==> src/core/dws_regs.svh <==
// register offsets, field positions, reset values and the overview for the waveform sequencer
// Overview of operation
// two converters share one common update pace
// each pace event pops one queued sample
// host samples wait in a fifo queue
// one software command gives exactly one update; the code gives none when the queue is empty
// hardware pace is internal or external signal
// hardware-timed output drains queue per update
// finite mode stops after programmed sample count
// continuous mode runs until stop command
// three continuous data schemes are selectable
// standard regeneration accepts host data while running
// queue-local replay, data writes rejected running
// host keeps local buffer within queue depth
// non-regeneration flags underflow, never repeats samples
// start trigger and pause trigger are supported
// start on chosen trigger edge or software
// active pause level suppresses update events
// internal pace first update after programmable delay
// underflow halts, holds outputs, sets sticky flag
`ifndef DWS_REGS_SVH
`define DWS_REGS_SVH

`define DWS_ADDR_W      8
`define DWS_OFS_CTRL    8'h00
`define DWS_OFS_COUNT   8'h04
`define DWS_OFS_DIV     8'h08
`define DWS_OFS_DELAY   8'h0c
`define DWS_OFS_DATA    8'h10
`define DWS_OFS_CMD     8'h14
`define DWS_OFS_STAT    8'h18
`define DWS_OFS_MASK    8'h1c
`define DWS_OFS_STATE   8'h20
`define DWS_OFS_LEVEL   8'h24
`define DWS_OFS_FILL    8'h28
`define DWS_OFS_DONE    8'h2c

`define DWS_CTRL_W      10
`define DWS_CTRL_RST    10'h000
`define DWS_COUNT_RST   32'h00000010
`define DWS_DIV_RST     32'h00000014
`define DWS_DELAY_RST   32'h00000002

`define DWS_CMD_START   0
`define DWS_CMD_STOP    1
`define DWS_CMD_UPDATE  2
`define DWS_CMD_FLUSH   3

`define DWS_ST_W        4
`define DWS_ST_DONE     0
`define DWS_ST_UNDER    1
`define DWS_ST_REJECT   2
`define DWS_ST_BEGUN    3

`define DWS_TIM_ONDEMAND 2'h0
`define DWS_TIM_FINITE   2'h1
`define DWS_TIM_CONT     2'h2

`define DWS_RGN_STD     2'h0
`define DWS_RGN_LOCAL   2'h1
`define DWS_RGN_NONE    2'h2

`define DWS_PIN_PACE    0
`define DWS_PIN_TBASE   1
`define DWS_PIN_BEGIN   2
`define DWS_PIN_HOLD    3
`define DWS_PIN_N       4

`endif

==> src/core/dws_pkg.sv <==
// types shared by the waveform sequencer
package dws_pkg;

  typedef struct packed {
    logic [15:0] ch1;
    logic [15:0] ch0;
  } dws_sample_t;

  typedef struct packed {
    logic       timebase_ext;
    logic       hold_low;
    logic       hold_en;
    logic       begin_fall;
    logic       begin_en;
    logic       pace_ext;
    logic [1:0] regen;
    logic [1:0] timing;
  } dws_ctrl_t;

  typedef enum logic [1:0] {
    DWS_IDLE,
    DWS_ARMED,
    DWS_DELAY,
    DWS_RUN
  } dws_state_t;

endpackage : dws_pkg

==> src/core/dws_sequencer.sv <==
// two-channel waveform sequencer: register port, sample queue, pacing and triggers
`timescale 1ns/1ps
`include "dws_regs.svh"

module dws_sequencer #(
  parameter int DEPTH = 16
) (
  input  wire logic                   sys_clk,
  input  wire logic                   nrst,
  input  wire logic [`DWS_ADDR_W-1:0] addr,
  input  wire logic [31:0]            wdata,
  input  wire logic                   wr,
  input  wire logic                   rd,
  output logic      [31:0]            rdata,
  input  wire logic                   update_pace_clock,
  input  wire logic                   update_pace_timebase,
  input  wire logic                   generation_begin_trigger,
  input  wire logic                   generation_hold_trigger,
  output logic      [15:0]            converter_ch0,
  output logic      [15:0]            converter_ch1,
  output logic                        update_strobe,
  output logic                        running,
  output logic                        irq
);

  localparam int AW = $clog2(DEPTH);
  localparam int FW = AW + 1;

  // pin synchronisers: three stages, level accepted once stages two and three agree
  logic [`DWS_PIN_N-1:0] pin_in;
  logic [`DWS_PIN_N-1:0] pin_lvl;
  logic [`DWS_PIN_N-1:0] pin_prev;
  assign pin_in = {generation_hold_trigger, generation_begin_trigger, update_pace_timebase, update_pace_clock};

  generate
    for (genvar gi = 0; gi < `DWS_PIN_N; gi++)
    begin : g_sync
      logic [2:0] stage;
      always_ff @(posedge sys_clk)
      begin
        if (!nrst)
        begin
          stage        <= 3'h0;
          pin_lvl[gi]  <= 1'b0;
          pin_prev[gi] <= 1'b0;
        end
        else
        begin
          stage        <= {stage[1:0], pin_in[gi]};
          pin_lvl[gi]  <= (stage[1] == stage[2]) ? stage[1] : pin_lvl[gi];
          pin_prev[gi] <= pin_lvl[gi];
        end
      end
    end
  endgenerate

  logic [`DWS_PIN_N-1:0] pin_rise;
  logic [`DWS_PIN_N-1:0] pin_fall;
  assign pin_rise = pin_lvl & ~pin_prev;
  assign pin_fall = ~pin_lvl & pin_prev;

  // state
  dws_pkg::dws_ctrl_t         ctrl,      next_ctrl;
  logic [31:0]                count_cfg, next_count_cfg;
  logic [31:0]                div_cfg,   next_div_cfg;
  logic [31:0]                delay_cfg, next_delay_cfg;
  logic [`DWS_ST_W-1:0]       stat,      next_stat;
  logic [`DWS_ST_W-1:0]       mask,      next_mask;
  dws_pkg::dws_state_t        state,     next_state;
  dws_pkg::dws_sample_t       mem [DEPTH];
  dws_pkg::dws_sample_t       next_mem [DEPTH];
  dws_pkg::dws_sample_t       level,     next_level;
  logic [AW-1:0]              wp,        next_wp;
  logic [AW-1:0]              rp,        next_rp;
  logic [AW-1:0]              rep,       next_rep;
  logic [FW-1:0]              fill,      next_fill;
  logic [31:0]                div_cnt,   next_div_cnt;
  logic [31:0]                del_cnt,   next_del_cnt;
  logic [31:0]                done_cnt,  next_done_cnt;
  logic                       strobe,    next_strobe;
  logic [31:0]                rdq,       next_rdq;
  logic                       irq_q,     next_irq_q;

  // decoded strobes and derived conditions
  logic wr_data, wr_cmd, tb_tick, held, begin_edge;
  assign wr_data    = wr && (addr == `DWS_OFS_DATA);
  assign wr_cmd     = wr && (addr == `DWS_OFS_CMD);
  // internal timebase is the system clock itself; an external one ticks on its rising edge
  assign tb_tick    = ctrl.timebase_ext ? pin_rise[`DWS_PIN_TBASE] : 1'b1;
  assign held       = ctrl.hold_en && (pin_lvl[`DWS_PIN_HOLD] ^ ctrl.hold_low);
  assign begin_edge = ctrl.begin_fall ? pin_fall[`DWS_PIN_BEGIN] : pin_rise[`DWS_PIN_BEGIN];

  // sequencer, queue and register next-state logic
  always_comb
  begin
    logic                 do_update;
    logic                 is_local;
    logic [`DWS_ST_W-1:0] ev;
    logic [FW-1:0]        fill_tmp;
    do_update      = 1'b0;
    is_local       = (ctrl.timing == `DWS_TIM_CONT) && (ctrl.regen == `DWS_RGN_LOCAL);
    ev             = '0;
    fill_tmp       = fill;
    next_ctrl      = ctrl;
    next_count_cfg = count_cfg;
    next_div_cfg   = div_cfg;
    next_delay_cfg = delay_cfg;
    next_mask      = mask;
    next_state     = state;
    next_mem       = mem;
    next_level     = level;
    next_wp        = wp;
    next_rp        = rp;
    next_rep       = rep;
    next_div_cnt   = div_cnt;
    next_del_cnt   = del_cnt;
    next_done_cnt  = done_cnt;
    next_strobe    = 1'b0;
    if (wr)
    begin
      case (addr)
        `DWS_OFS_CTRL:  next_ctrl      = wdata[`DWS_CTRL_W-1:0];
        `DWS_OFS_COUNT: next_count_cfg = wdata;
        `DWS_OFS_DIV:   next_div_cfg   = wdata;
        `DWS_OFS_DELAY: next_delay_cfg = wdata;
        `DWS_OFS_MASK:  next_mask      = wdata[`DWS_ST_W-1:0];
        default:        ;
      endcase
    end
    // timing engine
    case (state)
      dws_pkg::DWS_IDLE:
      begin
        if (wr_cmd && wdata[`DWS_CMD_UPDATE] && (ctrl.timing == `DWS_TIM_ONDEMAND))
          do_update = 1'b1;
        if (wr_cmd && wdata[`DWS_CMD_START] && (ctrl.timing != `DWS_TIM_ONDEMAND))
        begin
          next_done_cnt = 32'h0;
          next_rep      = '0;
          next_del_cnt  = delay_cfg;
          if (ctrl.begin_en)
            next_state = dws_pkg::DWS_ARMED;
          else
          begin
            next_state = ctrl.pace_ext ? dws_pkg::DWS_RUN : dws_pkg::DWS_DELAY;
            ev[`DWS_ST_BEGUN] = 1'b1;
          end
        end
      end
      dws_pkg::DWS_ARMED:
      begin
        if (begin_edge)
        begin
          next_state = ctrl.pace_ext ? dws_pkg::DWS_RUN : dws_pkg::DWS_DELAY;
          ev[`DWS_ST_BEGUN] = 1'b1;
        end
      end
      dws_pkg::DWS_DELAY:
      begin
        // pause masks timebase ticks, so the delay stretches while held
        if (tb_tick && !held)
        begin
          if (del_cnt <= 32'h1)
          begin
            do_update    = 1'b1;
            next_state   = dws_pkg::DWS_RUN;
            next_div_cnt = div_cfg - 32'h1;
          end
          else
            next_del_cnt = del_cnt - 32'h1;
        end
      end
      dws_pkg::DWS_RUN:
      begin
        if (ctrl.pace_ext)
          do_update = pin_rise[`DWS_PIN_PACE] && !held;
        else if (tb_tick && !held)
        begin
          if (div_cnt == 32'h0)
          begin
            do_update    = 1'b1;
            next_div_cnt = div_cfg - 32'h1;
          end
          else
            next_div_cnt = div_cnt - 32'h1;
        end
      end
      default: next_state = dws_pkg::DWS_IDLE;
    endcase
    // one update refreshes both converters from one queue entry; on an empty queue standard regeneration repeats the last pair in DWS_RUN only
    if (do_update)
    begin
      if (fill == '0)
      begin
        if ((ctrl.timing == `DWS_TIM_CONT) && (ctrl.regen == `DWS_RGN_STD) && (state == dws_pkg::DWS_RUN))
          next_strobe = 1'b1;
        else if (state != dws_pkg::DWS_IDLE)
        begin
          ev[`DWS_ST_UNDER] = 1'b1;
          next_state        = dws_pkg::DWS_IDLE;
        end
      end
      else
      begin
        next_strobe = 1'b1;
        if (is_local && (state != dws_pkg::DWS_IDLE))
        begin
          next_level = mem[rp + rep];
          next_rep   = ((FW'(rep) + FW'(1'b1)) == fill) ? '0 : rep + AW'(1'b1);
        end
        else
        begin
          next_level = mem[rp];
          next_rp    = rp + AW'(1'b1);
          fill_tmp   = fill - FW'(1'b1);
        end
        if (state != dws_pkg::DWS_IDLE)
        begin
          next_done_cnt = done_cnt + 32'h1;
          if ((ctrl.timing == `DWS_TIM_FINITE) && ((done_cnt + 32'h1) >= count_cfg))
          begin
            ev[`DWS_ST_DONE] = 1'b1;
            next_state       = dws_pkg::DWS_IDLE;
          end
        end
      end
    end
    // host data enters the queue; refused while replaying locally or when full
    if (wr_data)
    begin
      if ((is_local && (state != dws_pkg::DWS_IDLE)) || (fill == FW'(DEPTH)))
        ev[`DWS_ST_REJECT] = 1'b1;
      else
      begin
        next_mem[wp] = wdata;
        next_wp      = wp + AW'(1'b1);
        fill_tmp     = fill_tmp + FW'(1'b1);
      end
    end
    next_fill = fill_tmp;
    // stop ends any run; continuous mode has no other way out but underflow
    if (wr_cmd && wdata[`DWS_CMD_STOP])
      next_state = dws_pkg::DWS_IDLE;
    if (wr_cmd && wdata[`DWS_CMD_FLUSH] && (state == dws_pkg::DWS_IDLE))
    begin
      next_wp   = '0;
      next_rp   = '0;
      next_fill = '0;
    end
    // sticky status: write one to clear, a new event in the same cycle wins
    next_stat = stat;
    if (wr && (addr == `DWS_OFS_STAT))
      next_stat = stat & ~wdata[`DWS_ST_W-1:0];
    next_stat  = next_stat | ev;
    next_irq_q = |(next_stat & next_mask);
    // read data stands only in the cycle after the strobe
    next_rdq = 32'h0;
    if (rd)
    begin
      case (addr)
        `DWS_OFS_CTRL:  next_rdq = {{(32-`DWS_CTRL_W){1'b0}}, ctrl};
        `DWS_OFS_COUNT: next_rdq = count_cfg;
        `DWS_OFS_DIV:   next_rdq = div_cfg;
        `DWS_OFS_DELAY: next_rdq = delay_cfg;
        `DWS_OFS_STAT:  next_rdq = {{(32-`DWS_ST_W){1'b0}}, stat};
        `DWS_OFS_MASK:  next_rdq = {{(32-`DWS_ST_W){1'b0}}, mask};
        `DWS_OFS_STATE: next_rdq = {30'h0, state};
        `DWS_OFS_LEVEL: next_rdq = level;
        `DWS_OFS_FILL:  next_rdq = {{(32-FW){1'b0}}, fill};
        `DWS_OFS_DONE:  next_rdq = done_cnt;
        default:        next_rdq = 32'h0;
      endcase
    end
  end
  // registers only
  always_ff @(posedge sys_clk)
  begin
    if (!nrst)
    begin
      ctrl      <= `DWS_CTRL_RST;
      count_cfg <= `DWS_COUNT_RST;
      div_cfg   <= `DWS_DIV_RST;
      delay_cfg <= `DWS_DELAY_RST;
      stat      <= '0;
      mask      <= '0;
      state     <= dws_pkg::DWS_IDLE;
      for (int i = 0; i < DEPTH; i++)
        mem[i] <= '0;
      level     <= '0;
      wp        <= '0;
      rp        <= '0;
      rep       <= '0;
      fill      <= '0;
      div_cnt   <= 32'h0;
      del_cnt   <= 32'h0;
      done_cnt  <= 32'h0;
      strobe    <= 1'b0;
      rdq       <= 32'h0;
      irq_q     <= 1'b0;
      running   <= 1'b0;
    end
    else
    begin
      ctrl      <= next_ctrl;
      count_cfg <= next_count_cfg;
      div_cfg   <= next_div_cfg;
      delay_cfg <= next_delay_cfg;
      stat      <= next_stat;
      mask      <= next_mask;
      state     <= next_state;
      mem       <= next_mem;
      level     <= next_level;
      wp        <= next_wp;
      rp        <= next_rp;
      rep       <= next_rep;
      fill      <= next_fill;
      div_cnt   <= next_div_cnt;
      del_cnt   <= next_del_cnt;
      done_cnt  <= next_done_cnt;
      strobe    <= next_strobe;
      rdq       <= next_rdq;
      irq_q     <= next_irq_q;
      running   <= (next_state != dws_pkg::DWS_IDLE);
    end
  end
  // outputs straight from flip-flops; converters hold the last value after a halt
  assign converter_ch0 = level.ch0;
  assign converter_ch1 = level.ch1;
  assign update_strobe = strobe;
  assign rdata         = rdq;
  assign irq           = irq_q;

endmodule : dws_sequencer

==> config.mk <==
export PLATFORM = sky130hd
export DESIGN_NAME = dws_sequencer
export DESIGN_NICKNAME = d
export VERILOG_FILES = /design/src/core/dws_pkg.sv /design/src/core/dws_sequencer.sv
export VERILOG_INCLUDE_DIRS = /design/src /design/src/core
export SDC_FILE = /design/constraint.sdc
export NUM_CORES = 2
export LEC_CHECK = 0
export BUFFER_PORTS_ARGS = -buffer_cell sky130_fd_sc_hd__buf_4
export CORE_MARGIN = 1
export CORE_UTILIZATION = 30
export DETAILED_ROUTE_END_ITERATION = 12
export PLACE_DENSITY = 0.5
export SLEW_MARGIN = 20
export SYNTH_ARGS = -nofsm -noshare
export SYNTH_HDL_FRONTEND = slang
export SYNTH_SLANG_ARGS = --single-unit
==> constraint.sdc <==
create_clock -name sys_clk -period 4.95 [get_ports sys_clk]
set_input_delay 0 -clock sys_clk [delete_from_list [all_inputs] [get_ports sys_clk]]
set_output_delay 0 -clock sys_clk [all_outputs]
set_load 0.01 [all_outputs]
=== Word level (Yosys, flattened, before mapping) ===
Index checks and enable logic that the tools add are counted.
W data, S select, Z words.

* Add/subtract/negate cells: 11
* $mul: 0
* Divide/modulo/power cells: 0
* Magnitude comparators: 6
* Eq/ne operators: 29
* Shifts and indexed selects: 0
* Multiplexer cells: 78
* Bitwise gates (word level): 16
* Reduce and logical (&&, ||, !) cells: 45

{| class="wikitable"
|+ Operator list
! operator !! number
|-
| $mux W32 || 19
|-
| $bwmux W512 || 1
|-
| $pmux W32 S10 || 1
|-
| $bmux W32 S4 || 2
|-
| $demux W32 S4 || 1
|-
| $pmux W32 S2 || 2
|-
| $sub A32 B1 Y32 const B || 3
|-
| $mux W4 || 9
|-
| $add A32 B1 Y32 const B || 1
|-
| $eq A8 B5 Y1 const B || 4
|-
| $eq A8 B6 Y1 const B || 4
|-
| $ge A32 B32 Y1 || 1
|-
| $le A32 B1 Y1 const B || 1
|-
| $logic_not A32 Y1 || 1
|-
| $mux W2 || 13
|-
| $mux W5 || 5
|-
| $mux W1 || 22
|-
| $logic_and A1 B1 Y1 || 19
|-
| $eq A8 B4 Y1 const B || 2
|-
| $reduce_and A2 Y1 || 8
|-
| $ge A5 B5 Y1 const B || 3
|-
| $not A4 Y5 || 3
|-
| $add A4 B1 Y4 const B || 3
|-
| $ne A2 B2 Y1 const B || 6
|-
| 32 further kinds || 51
|}

* Register bits: 827
* Bits in latches: 0
* Memory bits (writable): 0
* Bits in read-only memories: 0
* Input port bits: 48
* Output and inout port bits: 67
* Logic and storage cells: 255
* Memories: 0

=== Depth between registers and ports, before layout ===
* Depth after elaboration: 12
* Depth in mapped cells: 16
* Mapped depth without buffers: 16

=== Worst setup path before layout ===
OpenSTA, ideal clock, no wires.

* Kind: register to register
* Start: register done_cnt[0]
* End: register running
* Library setup time: 116 ps
* Arrival: 4086 ps
* Data required time: 4834 ps
* Slack: 748 ps
* Stages on the path, launching flop included: 17
* Path buffers: 0
* Period minus slack after synthesis: 4202 ps
* Cell sequence: dfxtp_1 ha_1 nand4_1 nor4_1 nand4_1 nor2_1 nand4_1 xnor2_1 ha_1 nand4_1 nor3_1 nand2_1 o21ai_0 a31oi_1 a2111oi_0 o21ai_0 a31o_2

* Word-level cells in the longest chain between the ends: 9

{| class="wikitable"
|+ RTL lines
! element !! line !! text
|-
| from (decl) || dws_sequencer.sv:79 || <nowiki>logic [31:0] done_cnt, next_done_cnt;</nowiki>
|-
| from (signal assigned) || dws_sequencer.sv:319 || <nowiki>done_cnt <= next_done_cnt;</nowiki>
|-
| $add A32 B1 Y32 || dws_sequencer.sv:220 || <nowiki>if ((ctrl.timing == `DWS_TIM_FINITE) && ((done_cnt + 32'h1) >= count_cfg))</nowiki>
|-
| $ge A32 B32 Y1 || dws_sequencer.sv:220 ||
|-
| $logic_and A1 B1 Y1 || dws_sequencer.sv:220 ||
|-
| $mux W2 || dws_sequencer.sv:220 ||
|-
| $mux W2 || dws_sequencer.sv:217 || <nowiki>if (state != dws_pkg::DWS_IDLE)</nowiki>
|-
| $mux W2 || dws_sequencer.sv:193 || <nowiki>if (fill == '0)</nowiki>
|-
| $mux W2 || dws_sequencer.sv:191 || <nowiki>if (do_update)</nowiki>
|-
| $mux W2 || dws_sequencer.sv:242 || <nowiki>if (wr_cmd && wdata[`DWS_CMD_STOP])</nowiki>
|-
| $reduce_bool A2 Y1 || dws_sequencer.sv:323 || <nowiki>running <= (next_state != dws_pkg::DWS_IDLE);</nowiki>
|-
| to (signal assigned) || dws_sequencer.sv:323 ||
|-
| to (decl) || dws_sequencer.sv:22 || <nowiki>output logic running,</nowiki>
|}

No other way between the ends.
A chain may end at the register's enable or synchronous reset.

=== Worst setup path after layout ===
Same ends and word-level chain as after synthesis.

==> impl_metrics.env <==
export IMPL_leakage_nw=15.61
export IMPL_synth_warnings=0
export IMPL_drt_iter0_drc=3517
export IMPL_syn_avg_cell_area_um2=8.482
export IMPL_min_path_type="input pin to flop"
export IMPL_grt_usage=0.2213
export IMPL_synth_fp_nets=4997
export IMPL_fill_cells=14020
export IMPL_io_buffers=114
export IMPL_syn_area_mm2=0.04155
export IMPL_worstSetupPathType="flop to flop"
export IMPL_timing_rr_end="running"
export IMPL_clock_sinks=827
export IMPL_stdcell_area_mm2=0.04788
export IMPL_rows=136
export IMPL_synthCells=4899
export IMPL_cts_buffers_inserted=95
export IMPL_grt_overflow=0
export IMPL_grt_pass1_wl_mm=235.9
export IMPL_max_freq_ghz=0.2155
export IMPL_finalSetupViolCount=0
export IMPL_post_cts_buffers=0
export IMPL_slew_viol_final=0
export IMPL_worstPathArrival_ns=5.27
export IMPL_maxCapViolCount=0
export IMPL_grt_antenna_before_repair=6
export IMPL_routed_via_density=5.500
export IMPL_grt_start_max_net_pins=194
export IMPL_reg2reg_from="done_cnt[0]"
export IMPL_dieArea_mm2=0.1400
export IMPL_finalCritPeriodShare=0.9373
export IMPL_final_antenna_net_count=0
export IMPL_grt_pass1_vias=35220
export IMPL_die_h_um=374.2
export IMPL_start_util=0.3022
export IMPL_rsz0062_at_grt="no"
export IMPL_path_clk_slew_ns=0.06
export IMPL_worstSetupEndpointType="flop"
export IMPL_clock_latency_ns=0.70
export IMPL_first_pass_iters=8
export IMPL_wl_per_cell_um=23.74
export IMPL_worstPathRequired_ns=5.58
export IMPL_syn_to_final_growth_pct=15.24
export IMPL_fin_worst_skew_ns=0.03577
export IMPL_place_gp_congestion=0.8917
export IMPL_layout_nets=4913
export IMPL_dp_cells=6464
export IMPL_vias=36790
export IMPL_rrSetupSlack_ns=0.31
export IMPL_slew_headroom=0.2865
export IMPL_cts_max_level=3
export IMPL_timing_worst_slew_pin_value_ns=1.070
export IMPL_p_per_area_mw_per_mm2=297.4
export IMPL_synth_flop_cell="dfxtp_1"
export IMPL_synth_top_area_frac=0.3984
export IMPL_ioPinCount=115
export IMPL_finalHoldViolCount=0
export IMPL_start_kind="flop"
export IMPL_drc=0
export IMPL_ys_ff_latch=827
export IMPL_crit_fanout=7
export IMPL_cts_root_buf="clkbuf_16"
export IMPL_reg2regPathDepth=17
export IMPL_hpwl_mm=96.39
export IMPL_cts_tree="done"
export IMPL_drive_gt1_frac=0.1555
export IMPL_synth_cell_type_count=72
export IMPL_crit_start="done_cnt[0]"
export IMPL_core_mm2=0.1375
export IMPL_period_needed_ns=4.640
export IMPL_synth_area_leaders="dfxtp_1 (40%), mux4_2 (16%), nand2_1 (13%)"
export IMPL_fin_cells=6690
export IMPL_outcome="completed"
export IMPL_drt_wl_total_mm=158.8
export IMPL_ys_seq_area_frac=0.3984
export IMPL_die_w_um=374.2
export IMPL_vdd_ir_drop_max_uv=234.3
export IMPL_yosysTopAreaCell="dfxtp_1"
export IMPL_placed_area_mm2=0.04420
export IMPL_pre_cts_slack_ns=0.06086
export IMPL_clk_path_buf_depth=3
export IMPL_cp_endpoint="running"
export IMPL_setup_ws_ns=0.3104
export IMPL_synth_edf_count=0
export IMPL_synth_async_reset_ratio=0
-- Yosys cell counts (4+ instances only) --
library cell,number
o221a_2,5
or2_2,6
nand2b_1,10
nand3b_1,10
a211oi_1,16
and3_1,28
mux2_2,35
a21oi_1,774
a22o_1,6
a311oi_1,4
nor3_1,55
ha_1,49
nor2_1,178
or4_1,7
nand2_1,1406
inv_1,61
nand4_1,24
clkbuf_1,405
xor2_1,27
and2_1,30
buf_2,9
a21o_1,10
nand3_1,77
xnor2_1,47
mux4_2,288
a222oi_1,4
o21a_1,8
or3_1,12
o211ai_1,38
o21ai_0,110
a22oi_1,112
o22ai_1,13
nor2b_1,6
mux2i_1,41
a31oi_1,42
dfxtp_1,827
buf_1,27
a221oi_1,7
nor4_1,32
-- placed cells by master, fill, tap and decap left out, drive strengths merged, types with 8 or more instances in the layout --
master       netlist  layout
o22ai             13      13
mux4             288     288
nand4             24      24
and2              31      31
mux2              35      35
o211ai            38      38
o21ai            111     111
inv               62      64
a22oi            112     112
buf               40     216
nand3b            10      10
nor4              33      33
nor2             179     179
a21oi            774     774
clkinv             0      24
nand3             77      77
nand2b            10      10
nand2           1406    1406
xor2              27      27
a211oi            17      17
nor3              56      56
ha                49      49
or4                8       8
a31oi             42      42
dfxtp            827     827
mux2i             41      41
o21a               9       9
a21o              10      10
xnor2             47      47
clkbuf           405     141
or3               13      13
dlygate4sd3        0      48
and3              28      28
-- logic make-up (layout without fill, tap and decap cells) --
kind of cell | count (synthesis) | in the layout | share of synthesized area
AO/OA/AOI/OAI | 1179 | 1179 | 0.1606
flip-flops | 827 | 827 | 0.3984
AND/OR/NAND/NOR | 1898 | 1898 | 0.1881
buffers and inverters | 507 | 501 | 0.04661
XOR/XNOR | 74 | 74 | 0.01560
other | 0 | 3 | 0
multiplexers | 364 | 364 | 0.1755
adder cells (fa/ha/maj) | 50 | 50 | 0.01524
-- per-stage QoR --
step / TNS [ns] / hold slack [ns] / power [W] / util
final: 0 / 0.06968 / 0.01424 / 0.3483
after global routing: 0 / 0.07585 / 0.01467 / 0.3482
after CTS: 0 / 0.04006 / 0.01438 / 0.3481
after detailed placement: 0 / 0.2181 / 0.007118 / 0.3215
after global placement: -0.1282 / 0.2119 / 0.007120 / 0.3215
after floorplan: 0 / 0.1273 / 0.006981 / -
-- area by class of cell --
class                           count  area, µm²  share of cell area
Clock inverter                     34      374.1            0.007813
Multi-Input combinational cell   3565      23340              0.4875
Sequential cell                   827      16570              0.3460
Clock buffer                      141       2801             0.05851
Antenna cell                        3      7.507           0.0001568
Inverter                           62      240.2            0.005017
Tap cell                         1794       2245             0.04688
Timing Repair Buffer              264       2302             0.04808
-- how the worst min path moves through the flow --
| stage | start | endpoint | slack (ns) | cells after the start |
|---|---|---|---|---|
| floorplan | update_pace_clock | g_sync[0].stage[0] | 0.13 | 1 |
| finish | rd | rdata[2] | 0.07 | 4 |
| global placement | update_pace_timebase | g_sync[1].stage[0] | 0.21 | 2 |
| global route | rd | rdata[2] | 0.08 | 4 |
| CTS | rd | rdata[19] | 0.04 | 4 |
| detailed placement | generation_begin_trigger | g_sync[2].stage[0] | 0.22 | 2 |
-- layer usage --
layer / GRT usage / vias to the layer above / part of all wire
met3: 0.03048 / 241 / 0.065
met2: 0.3675 / 1309 / 0.48
met1: 0.2919 / 18160 / 0.42
met4: 0.08096 / 2 / 0.034
met5: 0 / - / 0.000082
li1: - / 17080 / -
-- where the power goes --
part           leakage [nW]  switching (W)  internal (W)
clock network          1.56        0.00305       0.00418
logic                  7.38       0.000269     0.0000743
registers              6.66     0.00000319       0.00666
-- critical path, stage by stage (launching register included) --
cell and delay [ns]:
dfxtp_1 0.42, ha_1 0.28, nand4_1 0.22, nor4_1 0.36, buf_4 0.22, nand4_1 0.28, nor2_1 0.26, nand3_1 0.11
xnor2_1 0.21, ha_1 0.27, nand4_1 0.11, nor3_1 0.09, a221oi_1 0.37, o21ai_0 0.17, a31oi_1 0.54, a2111oi_4 0.19
o21ai_0 0.27, a31o_2 0.18
-- registers in the layout, indices dropped and copies added, names as in the netlist, 2 cells and up --
register and cells:
converter_ch0 16, wp 4, fill 5, delay_cfg 32, ctrl 10, del_cnt 32, mask 4, count_cfg 32
pin_prev 3, done_cnt 32, state 2, rdata 32, div_cfg 32, mem 512, pin_lvl 4, rp 4
div_cnt 32, converter_ch1 16, stat 4, rep 4, g_sync.stage 12
-- what timing repair did --
item / 4_1_cts / 5_1_grt
gates resized for setup: 0 / 3
setup endpoints to repair: 0 / 3
endpoints found under the hold margin: 641 / 0
hold buffers: 48 / 0
Note: power is estimated with default switching activity, not from simulation.
